--- config.mk ---
export PLATFORM = sky130hd
export DESIGN_NAME = hbp_protect
export DESIGN_NICKNAME = d
export VERILOG_FILES = /design/src/verilog/hbp_pkg.sv /design/src/verilog/hbp_sync.sv /design/src/verilog/hbp_protect.sv
export SDC_FILE = /design/constraint.sdc
export NUM_CORES = 1
export LEC_CHECK = 0
export BUFFER_PORTS_ARGS = -buffer_cell sky130_fd_sc_hd__buf_2
export CAP_MARGIN = 20
export CORE_MARGIN = 10
export CORE_UTILIZATION = 48
export CTS_CLUSTER_SIZE = 12
export DETAILED_ROUTE_END_ITERATION = 12
export PLACE_DENSITY = 0.76
export SLEW_MARGIN = 20
export SYNTH_ARGS = -nofsm -noshare
export SYNTH_HDL_FRONTEND = slang
export SYNTH_SLANG_ARGS = --single-unit
export TNS_END_PERCENT = 30
--- constraint.sdc ---
create_clock -name ref_clk -period 2.39 [get_ports ref_clk]
set_input_delay 0.717 -clock ref_clk [delete_from_list [all_inputs] [get_ports ref_clk]]
set_output_delay 0.717 -clock ref_clk [all_outputs]
set_load 0.02 [all_outputs]
--- src/verilog/hbp_pkg.sv ---
// Package of constants for the half-bridge fault protection block
package hbp_pkg;
    localparam int          HBP_PHASES       = 3;
    localparam int          HBP_SYNC_STAGES  = 2;
    localparam int          HBP_ADDR_W       = 8;
    localparam int          HBP_DATA_W       = 32;
    // Register offsets (byte addresses)
    localparam logic [7:0]  HBP_ADDR_CTRL    = 8'h00;
    localparam logic [7:0]  HBP_ADDR_STATUS  = 8'h04;
    // Control register fields and reset value
    localparam int          HBP_CTRL_LATCH_BIT = 0;
    localparam logic [31:0] HBP_CTRL_RESET   = 32'h0000_0000;
    // Status register field positions
    localparam int          HBP_ST_OVERCURRENT_SHUTDOWN_LSB  = 0;
    localparam int          HBP_ST_THERM_BIT = 3;
    localparam int          HBP_ST_UV_BIT    = 4;
    localparam int          HBP_ST_WARN_BIT  = 5;
    localparam int          HBP_ST_LIML_LSB  = 6;
    localparam int          HBP_ST_LIMH_LSB  = 9;
    localparam int          HBP_ST_ROSE_LSB  = 12;
endpackage

--- src/verilog/hbp_sync.sv ---
// Two-flop synchroniser for a group of asynchronous levels
`timescale 1ns/1ps
`default_nettype none
module hbp_sync #(
    parameter int W = 1
) (
    input  wire logic         ref_clk,
    input  wire logic         reset,
    input  wire logic [W-1:0] d,
    output logic      [W-1:0] q
);
    logic [W-1:0] meta_r;

    // The first stage feeds only the second; nothing else looks at it
    always_ff @(posedge ref_clk) begin
        if (reset) begin
            meta_r <= '0;
            q      <= '0;
        end else begin
            meta_r <= d;
            q      <= meta_r;
        end
    end
endmodule
`default_nettype wire

--- src/verilog/hbp_protect.sv ---
// Fault protection and gate control for three half bridges
// Overview of operation
// - Control bit selects per-cycle limiting or latched overcurrent shutdown.
// - Per-cycle: low-side overcurrent turns both switches off until next PWM cycle, unless an active high-side limit holds low on.
// - Per-cycle: high-side overcurrent turns high off, low on until next cycle.
// - Per-cycle: uncontainable short latches that half bridge into high impedance.
// - Limiting and shutdown are tracked separately for each half bridge.
// - Latched mode: no limiting, a low- or high-side overcurrent shuts the half bridge immediately; a short alone does not.
// - Thermal warning flag low while temperature exceeds warning level.
// - Over shutdown temperature: latch, all bridges high impedance, fault low.
// - Thermal latch clears only after all three hold inputs have risen.
// - Reset clears overcurrent logic; operation starts once supplies are good.
// - Supply undervoltage puts all bridges high impedance and fault low.
// - Undervoltage does not latch; operation resumes when supplies recover.
// - Hold input low forces that half bridge to high impedance.
// - Hold input rising edge clears that bridge's overcurrent latch and fault.
// - Fault and warning flags are active low; both high means normal.
`timescale 1ns/1ps
`default_nettype none
module hbp_protect
    import hbp_pkg::*;
(
    input  wire logic                  ref_clk,
    input  wire logic                  reset,
    // Register port
    input  wire logic [HBP_ADDR_W-1:0] reg_addr,
    input  wire logic [HBP_DATA_W-1:0] reg_wdata,
    input  wire logic                  reg_write,
    input  wire logic                  reg_read,
    output logic      [HBP_DATA_W-1:0] reg_rdata,
    // Controller side
    input  wire logic [2:0]            pwm_in,
    input  wire logic [2:0]            hold_n,
    // Detector inputs (asynchronous)
    input  wire logic [2:0]            oc_low,
    input  wire logic [2:0]            oc_high,
    input  wire logic [2:0]            oc_short,
    input  wire logic                  temp_warn,
    input  wire logic                  temp_shut,
    input  wire logic                  supply_low,
    // Power stage and flags
    output logic      [2:0]            high_on,
    output logic      [2:0]            low_on,
    output logic                       fault_n,
    output logic                       thermal_warning_n
);
    // Synchronised inputs
    logic [2:0] pwm_s;
    logic [2:0] hold_s;
    logic [2:0] oc_low_s;
    logic [2:0] oc_high_s;
    logic [2:0] oc_short_s;
    logic       temp_warn_s;
    logic       temp_shut_s;
    logic       supply_low_s;

    hbp_sync #(.W(18)) u_sync (
        .ref_clk (ref_clk),
        .reset   (reset),
        .d       ({pwm_in, hold_n, oc_low, oc_high, oc_short,
                   temp_warn, temp_shut, supply_low}),
        .q       ({pwm_s, hold_s, oc_low_s, oc_high_s, oc_short_s,
                   temp_warn_s, temp_shut_s, supply_low_s})
    );

    // Previous synchronised levels for edge detection
    logic [2:0] pwm_d_r;
    logic [2:0] hold_d_r;
    wire  [2:0] pwm_rise  = pwm_s & ~pwm_d_r;
    wire  [2:0] hold_rise = hold_s & ~hold_d_r;

    // The synchroniser reads zero for two edges after reset; until its
    // output is real, the hold history is pinned high so that an idle-high
    // hold pin does not look like a rise. That false rise would otherwise
    // count towards clearing a thermal latch set right after reset.
    logic [1:0] warm_r;
    wire        warm = warm_r[1];

    always_ff @(posedge ref_clk) begin
        if (reset) begin
            warm_r   <= 2'h0;
            pwm_d_r  <= 3'h0;
            hold_d_r <= 3'h7;
        end else begin
            warm_r   <= {warm_r[0], 1'b1};
            pwm_d_r  <= pwm_s;
            hold_d_r <= warm ? hold_s : 3'h7;
        end
    end

    // Control register
    logic [31:0] ctrl_r;
    wire         wr_ctrl    = reg_write && (reg_addr == HBP_ADDR_CTRL);
    wire         latch_mode = ctrl_r[HBP_CTRL_LATCH_BIT];

    always_ff @(posedge ref_clk) begin
        if (reset) begin
            ctrl_r <= HBP_CTRL_RESET;
        end else if (wr_ctrl) begin
            ctrl_r <= reg_wdata & (32'h1 << HBP_CTRL_LATCH_BIT);
        end
    end

    // Per-bridge state
    logic [2:0] lim_low_r;
    logic [2:0] lim_high_r;
    logic [2:0] overcurrent_shutdown_r;
    logic [2:0] lim_low_nxt;
    logic [2:0] lim_high_nxt;
    logic [2:0] overcurrent_shutdown_nxt;
    logic [2:0] high_nxt;
    logic [2:0] low_nxt;

    // Thermal latch and per-phase record of hold rises while latched
    logic       therm_r;
    logic [2:0] rose_r;
    wire  [2:0] rose_all  = rose_r | hold_rise;
    wire        therm_clr = therm_r && (&rose_all) && !temp_shut_s;
    wire        therm_nxt = temp_shut_s || (therm_r && !therm_clr);
    wire  [2:0] rose_nxt  = (therm_nxt && !temp_shut_s) ? rose_all : 3'h0;

    // Bridges that must sit in high impedance regardless of PWM
    wire  [2:0] global_off = {3{supply_low_s || therm_nxt}};

    genvar i;
    generate
        for (i = 0; i < HBP_PHASES; i++) begin : g_phase
            wire oc_any = oc_low_s[i] || oc_high_s[i];
            // Latched mode trips on a low- or high-side overcurrent (a short alone does not), limiting mode on a short
            wire oc_trip = latch_mode ? oc_any : oc_short_s[i];
            // A trip in the same cycle as the hold rise wins over the clear
            assign overcurrent_shutdown_nxt[i] = oc_trip ||
                                 (overcurrent_shutdown_r[i] && !hold_rise[i]);
            // Limits only in per-cycle mode; a new PWM cycle releases them
            assign lim_low_nxt[i] = !latch_mode &&
                (oc_low_s[i] || (lim_low_r[i] && !pwm_rise[i]));
            assign lim_high_nxt[i] = !latch_mode &&
                (oc_high_s[i] || (lim_high_r[i] && !pwm_rise[i]));
            wire off = !hold_s[i] || global_off[i] || overcurrent_shutdown_nxt[i];
            assign high_nxt[i] = !off && !lim_low_nxt[i] && !lim_high_nxt[i]
                                 && pwm_s[i];
            assign low_nxt[i]  = !off && (lim_high_nxt[i] ||
                                 (!lim_low_nxt[i] && !pwm_s[i]));
        end
    endgenerate

    // Fault covers any shutdown; warning follows the warning detector
    wire fault_nxt = supply_low_s || therm_nxt || (|overcurrent_shutdown_nxt);

    always_ff @(posedge ref_clk) begin
        if (reset) begin
            // Power-on clear of the overcurrent logic; bridges start off
            lim_low_r         <= 3'h0;
            lim_high_r        <= 3'h0;
            overcurrent_shutdown_r            <= 3'h0;
            therm_r           <= 1'b0;
            rose_r            <= 3'h0;
            high_on           <= 3'h0;
            low_on            <= 3'h0;
            fault_n           <= 1'b1;
            thermal_warning_n <= 1'b1;
        end else begin
            lim_low_r         <= lim_low_nxt;
            lim_high_r        <= lim_high_nxt;
            overcurrent_shutdown_r            <= overcurrent_shutdown_nxt;
            therm_r           <= therm_nxt;
            rose_r            <= rose_nxt;
            high_on           <= high_nxt;
            low_on            <= low_nxt;
            fault_n           <= !fault_nxt;
            thermal_warning_n <= !temp_warn_s;
        end
    end

    // Register read path; unmapped addresses read zero
    wire [31:0] status_word =
        (32'(overcurrent_shutdown_r)     << HBP_ST_OVERCURRENT_SHUTDOWN_LSB) |
        (32'(therm_r)    << HBP_ST_THERM_BIT) |
        (32'(supply_low_s) << HBP_ST_UV_BIT) |
        (32'(temp_warn_s)  << HBP_ST_WARN_BIT) |
        (32'(lim_low_r)  << HBP_ST_LIML_LSB) |
        (32'(lim_high_r) << HBP_ST_LIMH_LSB) |
        (32'(rose_r)     << HBP_ST_ROSE_LSB);
    wire [31:0] rd_sel =
        (reg_addr == HBP_ADDR_CTRL)   ? ctrl_r :
        (reg_addr == HBP_ADDR_STATUS) ? status_word : 32'h0000_0000;

    // Data stand only in the cycle after the read strobe
    always_ff @(posedge ref_clk) begin
        if (reset) begin
            reg_rdata <= 32'h0000_0000;
        end else begin
            reg_rdata <= reg_read ? rd_sel : 32'h0000_0000;
        end
    end

    // Checks
    generate
        for (i = 0; i < HBP_PHASES; i++) begin : g_chk
            hold_forces_off_a: assert property (
                @(posedge ref_clk) disable iff (reset)
                !hold_s[i] |=> (!high_on[i] && !low_on[i]))
                else $error("held bridge not in high impedance");
            latch_mode_trip_a: assert property (
                @(posedge ref_clk) disable iff (reset)
                latch_mode && (oc_low_s[i] || oc_high_s[i])
                |=> overcurrent_shutdown_r[i] && !high_on[i] && !low_on[i] && !fault_n)
                else $error("latched mode overcurrent did not shut down");
            short_trip_a: assert property (
                @(posedge ref_clk) disable iff (reset)
                !latch_mode && oc_short_s[i] |=> overcurrent_shutdown_r[i])
                else $error("short did not latch the bridge");
            overcurrent_shutdown_holds_a: assert property (
                @(posedge ref_clk) disable iff (reset)
                overcurrent_shutdown_r[i] && !hold_rise[i] |=> overcurrent_shutdown_r[i])
                else $error("overcurrent latch cleared without hold rise");
            overcurrent_shutdown_clear_a: assert property (
                @(posedge ref_clk) disable iff (reset)
                overcurrent_shutdown_r[i] && hold_rise[i] && !oc_short_s[i] && !latch_mode
                |=> !overcurrent_shutdown_r[i])
                else $error("hold rise did not clear overcurrent latch");
            low_limit_a: assert property (
                @(posedge ref_clk) disable iff (reset)
                !latch_mode && oc_low_s[i] |=> !high_on[i] && !low_on[i])
                else $error("low-side limit left a switch on");
            high_limit_a: assert property (
                @(posedge ref_clk) disable iff (reset)
                !latch_mode && oc_high_s[i] && hold_s[i] && !oc_low_s[i]
                && !lim_low_r[i]
                && !oc_short_s[i] && !overcurrent_shutdown_r[i] && !supply_low_s
                && !therm_nxt |=> !high_on[i] && low_on[i])
                else $error("high-side limit did not swap to low side");
            limit_release_a: assert property (
                @(posedge ref_clk) disable iff (reset)
                lim_low_r[i] && !pwm_rise[i] && !latch_mode |=> lim_low_r[i])
                else $error("limit released before the next PWM cycle");
            high_release_a: assert property (
                @(posedge ref_clk) disable iff (reset)
                lim_high_r[i] && !pwm_rise[i] && !latch_mode |=> lim_high_r[i])
                else $error("high limit released before the next PWM cycle");
            // Both switches of one bridge on would short the supply
            no_cross_a: assert property (
                @(posedge ref_clk) disable iff (reset)
                !(high_on[i] && low_on[i]))
                else $error("both switches of a bridge on");
        end
    endgenerate

    therm_latch_a: assert property (
        @(posedge ref_clk) disable iff (reset)
        temp_shut_s |=> therm_r && !fault_n && (high_on == 3'h0)
        && (low_on == 3'h0))
        else $error("thermal shutdown did not stop all bridges");
    therm_hold_a: assert property (
        @(posedge ref_clk) disable iff (reset)
        therm_r && !(&(rose_r | hold_rise)) |=> therm_r)
        else $error("thermal latch cleared before all holds rose");
    supply_low_a: assert property (
        @(posedge ref_clk) disable iff (reset)
        supply_low_s |=> !fault_n && (high_on == 3'h0) && (low_on == 3'h0))
        else $error("undervoltage did not stop the bridges");
    warn_flag_a: assert property (
        @(posedge ref_clk) disable iff (reset)
        temp_warn_s |=> !thermal_warning_n)
        else $error("warning flag not driven low");
    warn_release_a: assert property (
        @(posedge ref_clk) disable iff (reset)
        !temp_warn_s |=> thermal_warning_n)
        else $error("warning flag low without a warning");
    therm_clear_a: assert property (
        @(posedge ref_clk) disable iff (reset)
        therm_r && (&(rose_r | hold_rise)) && !temp_shut_s |=> !therm_r)
        else $error("thermal latch did not clear after all holds rose");
    supply_resume_a: assert property (
        @(posedge ref_clk) disable iff (reset)
        !supply_low_s && !temp_shut_s && !therm_r && (overcurrent_shutdown_r == 3'h0)
        && (oc_short_s == 3'h0) && !latch_mode |=> fault_n)
        else $error("fault flag stuck after supplies recovered");
    latch_no_limit_a: assert property (
        @(posedge ref_clk) disable iff (reset)
        latch_mode |=> (lim_low_r == 3'h0) && (lim_high_r == 3'h0))
        else $error("limit active in latched mode");
    mode_write_a: assert property (
        @(posedge ref_clk) disable iff (reset)
        wr_ctrl |=> latch_mode == $past(reg_wdata[HBP_CTRL_LATCH_BIT]))
        else $error("mode bit not taken from the write");
    rdata_idle_a: assert property (
        @(posedge ref_clk) disable iff (reset)
        !reg_read |=> reg_rdata == 32'h0000_0000)
        else $error("read data present without a read");
endmodule
`default_nettype wire

# Yosys cells after proc, flatten, opt, wreduce, memory -nomap -nowiden
# Cells that the tools add are included.
# Widths: inputs -> output; s select.
[totals] regBits=81 latchBits=0 ramBits=0 rom_bits=0 in_bits=62 output_inout_bits=40 elab_cells=132 mem_count=0
[classes] addsub=0 n_mul=0 n_div=0 n_lt_le_gt_ge=0 eq_ne=1 shift=0 n_mux=6 bitwise=15 n_reduce_logical=92
[ops] op="$logic_and 1x1->1" n=35
[ops] op="$logic_not 1->1" n=26
[ops] op="$logic_or 1x1->1" n=24
[ops] op="$or 12x15->15" n=1
[ops] op="$or 9x12->12" n=1
[ops] op="$or 6x9->9" n=1
[ops] op="$eq 8x3->1 const B" n=1
[ops] op="$logic_not 8->1" n=1
[ops] op="$and 3x3->3" n=2
[ops] op="$mux 1" n=6
[ops] op="$not 3->3" n=2
[ops] op="$or 5x6->6" n=1
[ops] op="$reduce_or 2->1" n=3
[ops] op="$or 4x5->5" n=1
[ops] op="$not 1->1" n=4
[ops] op="$or 3x4->4" n=1
[ops] op="$reduce_or 4->1" n=1
[ops] op="$or 3x3->3" n=1
[ops] op="$reduce_and 3->1" n=1
[ops] op="$reduce_or 3->1" n=1

# Logic depth before layout (Yosys ltp)
# Gate-level depths: netlist of run 1.
[depth] word_depth=16 ltp_mapped=6 depth_no_buf=4

# Modules after synthesis
# From an unflattened synthesis of run 1, not the netlist that was laid out.
[unflattened] cells_unflattened=247 hier_area_um2=2691.3
[by_module_without_submodules] module="hbp_protect" n_inst=1 cells_each=172 area_each_um2=1696.6 seq_area_each_um2=900.9
[by_module_without_submodules] module="hbp_sync" n_inst=1 cells_each=75 area_each_um2=994.7 seq_area_each_um2=720.7

# Least setup slack after synthesis of run 1
# OpenSTA, ideal clock, no wires.
[synth_timing] kind="input to register" start="in reset" end="reg high_on[1]" setup_ns=0.087 arrival_time_ns=1.872 t_required_ns=2.303 path_slack_ns=0.430 stages=5 path_buffers=2 cell_sequence="clkbuf_1 > or3_1 > or3_1 > buf_6 > nor4b_2"
[synth_rtl] element="start: declaration" line="hbp_protect.sv:24" source="input wire logic reset,"
[synth_rtl] element="end signal: assignment" line="hbp_protect.sv:168" source="high_on <= high_nxt;"
[synth_rtl] element="end: declaration" line="hbp_protect.sv:42" source="output logic [2:0] high_on,"

# Worst setup path in the final report of run 1
[layout_timing] start="reg ctrl_r[0]" end="reg low_on[2]"
[layout_between] elab_chain_len=6 word_cells_on_any_way=11 classes_between="1 x mux; 10 x reduce/logical"
[layout_lines] element="start: declaration" line="hbp_protect.sv:92" source="logic [31:0] ctrl_r;"
[layout_lines] element="start signal: assignment" line="hbp_protect.sv:100" source="ctrl_r <= reg_wdata & (32'h1 << HBP_CTRL_LATCH_BIT);"
[layout_lines] element="$logic_not 1->1" line="hbp_protect.sv:135, hbp_protect.sv:137"
[layout_lines] element="$logic_and 1x1->1" line="hbp_protect.sv:135" source="assign lim_low_nxt[i] = !latch_mode &&"
[layout_lines] element="$logic_not 1->1" line="hbp_protect.sv:143" source="(!lim_low_nxt[i] && !pwm_s[i]));"
[layout_lines] element="$logic_and 1x1->1" line="hbp_protect.sv:143"
[layout_lines] element="$logic_or 1x1->1" line="hbp_protect.sv:142" source="assign low_nxt[i] = !off && (lim_high_nxt[i] ||"
[layout_lines] element="$logic_and 1x1->1 (*)" line="hbp_protect.sv:142"
[layout_lines] element="end signal: assignment" line="hbp_protect.sv:169" source="low_on <= low_nxt;"
[layout_lines] element="end: declaration" line="hbp_protect.sv:43" source="output logic [2:0] low_on,"
# Mark *: on every way between the ends. The rest lies on a longest branch, timed or not.
# A chain may end at the register's enable or synchronous reset.

==> impl_metrics.toml, run 1 <==
[floorplan]
die_height_um = 94.7
ios = 102
initial_core_util_pct = 48.9
coreArea_mm2 = 0.00547
die-area_mm2 = 0.00896
die_x_um = 94.7
fp-row-count = 27

[min_path]
holdPathStages = 1
min-delay-start = "u_sync.q[2]$_SDFF_PP0_"
min_path_type = "register to register"
worst_hold_path.endpoint = "thermal_warning_n$_SDFF_PP1_"

[power]
power.density_mw_per_mm2 = 800
power_w = 0.00251
leakagePower_nw = 1.36
ir_worst_vdd_mv = 0.360

[detailed_routing]
wl_per_cell_um = 11.5
drt_iter0_drc = 44
drt-pass1-iter-count = 4
detail-route-antenna-nets = 0
drt-total-wl_mm = 4.47
routed_via_density = 4.34
drc = 0
route.vias.total = 1682

[sta]
fin_setup_tns_ns = 0
period_needed_ns = 1.73
finalSetupViolCount = 0
fmax_mhz = 579
final.setup.worst_slack_ns = 0.664
relSlewSlack_pct = 59.2
finalCritPeriodShare_pct = 72.2
worst_pin_slew_ns = 0.611
rsz0062_at_grt = "no"
final-hold-violation-count = 0
drv_slew = 0
finalClockSkew_ns = 0.00276

[clock_network]
root_buffer = "clkbuf_8"
path_clk_slew_ns = 0.07
max-clock-path-buffers = 2
cts_resized = 0
worstSkewPairLatency_ns = 0.34
cts_tree = "yes"
cts_hold_buffers = 0
numClockSinks = 81
htreeDepth = 3
cts_buffers = 9
cts_setup_buffers = 0

[synth]
muxShareOfSynthArea_pct = 0.748
synth_compound_area_share_pct = 5.00
synth_top_area_share_pct = 60.6
ys_seq_area_share_pct = 60.6
synth_xor_area_share_pct = 0
synth-simple-area-share_pct = 26.5
syn_avg_cell_area_um2 = 10.5
syn_area_mm2 = 0.00268
ys_types = 35
yosys.area.top_type = "dfxtp_1"
synth_top_family_by_area = "simple AND/OR/NAND/NOR gates"
synthAdderAreaFrac_pct = 0
yosysWarnings = 0
ys_ff_latch = 81
synth.area.top_cells = "dfxtp_1 61%, nor2b_1 9.8%, buf_4 4.8%"
synthCells = 255

[placed_design]
dpl.hpwl_mm = 3.41
pre_cts_ws_ns = 0.346
placedInstanceArea_mm2 = 0.00294
gp_congestion = 0.833
io_buffers = 53

[global_routing]
antenna_found_initial = 0
grt_pass1_wl_mm = 7.56
grt_pass1_vias = 1681
grt_start_max_net_pins = 55
grt-ovfl-total = 0
track_usage_pct = 10.7

[final_layout]
final_cell_mix = "81 x dfxtp_1, 53 x buf_2, 42 x nor2b_1"
final_common_cell = "dfxtp_1"
final_area_mm2 = 0.00314
fin_nets = 373
nFillCells = 511
area_growth_pct = 17.3
final_core_util_pct = 57.3
drive_above_1_share_pct = 24.1
n_antenna_cell = 0

[status]
status = "finished clean"

[flow_run]
maxCapViolations = 0

[worst_setup_path]
cp.required_ns = 2.62
r2r_cells = 4
setup.worst_path.class = "register to register"
end_kind = "register"
cp-start-kind = "register"
crit_arrival_ns = 1.96
rr_startpoint = "ctrl_r[0]$_SDFFE_PP0P_"
crit_fanout = 20
crit_path_start = "ctrl_r[0]$_SDFFE_PP0P_"
r2r_end = "low_on[2]$_SDFF_PP0_"
rrSetupSlack_ns = 0.66
[area by class of cell]
class	count	area, um^2	area share [%]
Timing Repair Buffer	56	288	9.17
Sequential cell	81	1620	51.7
Tap cell	72	90.1	2.87
Inverter	4	15.0	0.479
Clock inverter	5	55.1	1.76
Multi-Input combinational cell	159	926	29.5
Clock buffer	11	141	4.51
[metrics by stage]
stage	hold WS, ns	std cells
global placement	0.358	372
global route	0.394	388
detailed placement	0.367	372
floorplan	0.353	271
CTS	0.384	388
finish	0.377	388
[power breakdown]
group / internal, W / leakage, nW / total [W] / switching (W)
Clock: 0.000507 / 0.0953 / 0.000953 / 0.000445
Sequential: 0.00139 / 0.664 / 0.00141 / 0.0000201
Combinational: 0.0000611 / 0.598 / 0.000143 / 0.0000818
[registers in the layout, indices dropped and copies added, names as in the netlist]
signal                  cells
u_sync.meta_r              18
u_sync.q                   18
hold_d_r                    3
lim_low_r                   3
ctrl_r                      1
fault_n                     1
low_on                      3
warm_r                      2
pwm_d_r                     3
therm_r                     1
thermal_warning_n           1
lim_high_r                  3
reg_rdata                  15
rose_r                      3
high_on                     3
overcurrent_shutdown_r      3
[critical path: stages, from the launching register on]
cell and delay [ns]:
dfxtp_1 0.71, nor3b_1 0.26, a2bb2oi_1 0.26, nand2_1 0.12, nor3b_1 0.26
[kinds of logic (layout without fill, tap and decap cells)]
family,after synthesis,count (layout)
buf+inv,31,76
other cells,1,17
compound gates,21,21
simple gates,119,119
flops,81,81
mux,2,2
[synthesized netlist by cell type]
| cell type | instances |
|---|---|
| a211oi_1 | 1 |
| a21boi_0 | 1 |
| a21oi_1 | 8 |
| a2bb2oi_1 | 1 |
| a32o_1 | 1 |
| a41o_1 | 1 |
| and2_1 | 14 |
| and2b_1 | 2 |
| buf_4 | 17 |
| buf_6 | 1 |
| clkbuf_1 | 9 |
| conb_1 | 1 |
| dfxtp_1 | 81 |
| inv_1 | 3 |
| inv_2 | 1 |
| mux2i_1 | 2 |
| nand2_1 | 4 |
| nand2b_1 | 8 |
| nand2b_4 | 1 |
| nand3_1 | 1 |
| nand3b_1 | 1 |
| nand4_1 | 2 |
| nor2_1 | 20 |
| nor2b_1 | 42 |
| nor3_1 | 11 |
| nor3b_1 | 5 |
| nor4_1 | 2 |
| nor4_2 | 2 |
| nor4b_2 | 1 |
| o21ai_0 | 3 |
| o21bai_1 | 1 |
| o22a_1 | 1 |
| o22ai_1 | 3 |
| or2_1 | 1 |
| or3_1 | 2 |
[worst max path at each step]
stage          slack, ns  depth (start not counted)                 endpoint
2_1_floorplan       0.43                          5    high_on[1]$_SDFF_PP0_
3_3_place_gp        0.36                          7  reg_rdata[2]$_SDFF_PP0_
3_5_place_dp        0.35                          7  reg_rdata[5]$_SDFF_PP0_
4_1_cts             0.68                          4     low_on[2]$_SDFF_PP0_
5_1_grt             0.51                          4     low_on[2]$_SDFF_PP0_
6_report            0.66                          4     low_on[2]$_SDFF_PP0_
[metal layers]
layer	vias up	track usage, %	wire length, um
met5	-	0	0
met4	0	4.86	78
met3	6	6.66	524
met2	60	15.9	1860
met1	711	11.9	2010
li1	905	-	-
(Power assumes the default switching activity.)
==> run 2: changes to the inputs <==
--- a/config.mk
+++ b/config.mk
@@ -8,10 +8,10 @@
 export BUFFER_PORTS_ARGS = -buffer_cell sky130_fd_sc_hd__buf_2
 export CAP_MARGIN = 20
 export CORE_MARGIN = 10
-export CORE_UTILIZATION = 48
+export CORE_UTILIZATION = 43
 export CTS_CLUSTER_SIZE = 12
 export DETAILED_ROUTE_END_ITERATION = 12
-export PLACE_DENSITY = 0.76
+export PLACE_DENSITY = 0.71
 export SLEW_MARGIN = 20
 export SYNTH_ARGS = -nofsm -noshare
 export SYNTH_HDL_FRONTEND = slang
==> constraint.sdc (replaced) <==
create_clock -name ref_clk -period 1.47 [get_ports ref_clk]
set_input_delay 0.441 -clock ref_clk [delete_from_list [all_inputs] [get_ports ref_clk]]
set_output_delay 0.441 -clock ref_clk [all_outputs]
set_load 0.02 [all_outputs]
==> impl_metrics.toml, run 2 (synthesis results as in run 1) <==
[floorplan]
die_height_um = 98.9
ios = 102
initial_core_util_pct = 44.7
coreArea_mm2 = 0.00599
die_x_um = 98.9
die-area_mm2 = 0.00978
fp-row-count = 28

[worst_setup_path]
crit_arrival_ns = 1.73
cp-start-kind = "register"
cp.required_ns = 1.72
end_kind = "register"
crit_fanout = 6
setup.worst_path.class = "register to register"
rrSetupSlack_ns = -0.009

[final_layout]
area_growth_pct = 22.6
n_antenna_cell = 0
final_cell_mix = "79 x dfxtp_1, 53 x buf_2, 42 x nor2b_1"
nFillCells = 535
reg_top3 = "u_sync.meta_r: 18 flops, u_sync.q: 18 flops, reg_rdata: 15 flops"
final_common_cell = "dfxtp_1"
seq_area_mm2 = 0.00162
final_area_mm2 = 0.00328
multiInputGateArea_um2 = 940
fin_nets = 389
drive_above_1_share_pct = 28.6
fin_cells = 407

[detailed_routing]
wl_per_cell_um = 11.7
route.vias.total = 1747
drt_iter0_drc = 45
drt-total-wl_mm = 4.77
detail-route-antenna-nets = 0
routed_via_density = 4.29
drc = 0
drt-pass1-iter-count = 4

[power]
ir_worst_vdd_mv = 0.622
p_int_w = 0.00321
power_w = 0.00412
swShare_pct = 22.0
leakagePower_nw = 1.45
power.density_mw_per_mm2 = 1260
p_comb_share_pct = 6.5
power_frac_seq_pct = 55.7
power_switching_w = 0.000907
power_frac_clock_pct = 37.8

[sta]
finalClockSkew_ns = 0.00586
finalSetupViolCount = 2
final.setup.worst_slack_ns = -0.00883
rsz0062_at_grt = "yes"
finalCritPeriodShare_pct = 101
final-hold-violation-count = 0
fmax_mhz = 676
whs_ns = 0.305
period_needed_ns = 1.48
drv_slew = 0

[global_routing]
antenna_found_initial = 0
grt_start_max_net_pins = 55
track_usage_pct = 9.91
grt_pass1_wl_mm = 7.76
grt_pass1_vias = 1704
grt-ovfl-total = 0

[placed_design]
io_buffers = 53
dpl.hpwl_mm = 3.60
gp_congestion = 0.758
pre_cts_ws_ns = -0.320
place_inst = 389
placedInstanceArea_mm2 = 0.00305

[flow_run]
maxCapViolations = 0

[clock_network]
cts_buffers = 9
worstSkewPairLatency_ns = 0.34
root_buffer = "clkbuf_8"
path_clk_slew_ns = 0.08
htreeDepth = 3
max-clock-path-buffers = 2
cts_tree = "yes"
numClockSinks = 81

[min_path]
min_path_type = "primary input to register"

[status]
violations = "negative setup slack"
status = "complete, but fails checks"
run 2: changes by cell type in the layout (fill, tap and decap cells not counted):
cell | before | now
buf_4 | 3 | 18
dfxtp_1 | 81 | 79
dfxtp_2 | 0 | 2
buf_6 | 0 | 1
nor4b_2 | 1 | 0
nor4b_4 | 0 | 1
or3_1 | 2 | 1
or3_4 | 0 | 1
run 2: routing by layer:
layer  vias up  GRT usage (%)  share of wire [%]
met4         0           6.95                1.9
met2        67           13.8                 41
met5         -              0                  0
met1       737           11.0                 46
li1        938              -                  -
met3         5           5.80                 12
run 2: through the flow:
step	utilization, %	setup TNS [ns]
detailed placement	50.9	-5.43
finish	54.8	-0.0162
global placement	50.9	-5.02
CTS	54.6	-0.0179
floorplan	-	-0.902
global route	54.8	-0.214
run 2: what timing repair did:
action | in CTS | in global routing
setup endpoints to repair | 6 | 18
hold buffers | 0 | 0
cloned | 0 | 0
resized for setup | 4 | 1
pin swaps | 5 | 1
setup buffers | 1 | 1
endpoints found under the hold margin | 0 | 0
run 2: layout make-up:
| type | instances | area share, % |
|---|---|---|
| inverter | 4 | 0.458 |
| sequential | 81 | 49.5 |
| clock buffer | 11 | 4.31 |
| multi-input combinational | 159 | 28.6 |
| timing repair buffer | 72 | 12.5 |
| tap | 75 | 2.86 |
| clock inverter | 5 | 1.68 |
run 2: power by group through the flow:
stage	Clock [W]	Sequential, W	Combinational, W
2_1_floorplan	0	0.00234	0.000210
5_1_grt	0.00168	0.00230	0.000298
3_5_place_dp	0	0.00235	0.000259
6_report	0.00156	0.00230	0.000267
3_3_place_gp	0	0.00235	0.000252
4_1_cts	0.00160	0.00230	0.000264
run 2: final timing paths:
check / start / endpoint / depth (start not counted)
worst max register to register: u_sync.q[0]$_SDFF_PP0_ / high_on[1]$_SDFF_PP0_ / 3
worst min-delay path: supply_low / u_sync.meta_r[0]$_SDFF_PP0_ / 2
worst max-delay path: u_sync.q[0]$_SDFF_PP0_ / high_on[1]$_SDFF_PP0_ / 3
worst min register to register: u_sync.q[2]$_SDFF_PP0_ / thermal_warning_n$_SDFF_PP1_ / 1
run 2: critical path, cell delays in order (launching register included):
cell and delay [ns]:
dfxtp_1 0.31, or3_1 0.35, or3_4 0.46, nor4b_4 0.28
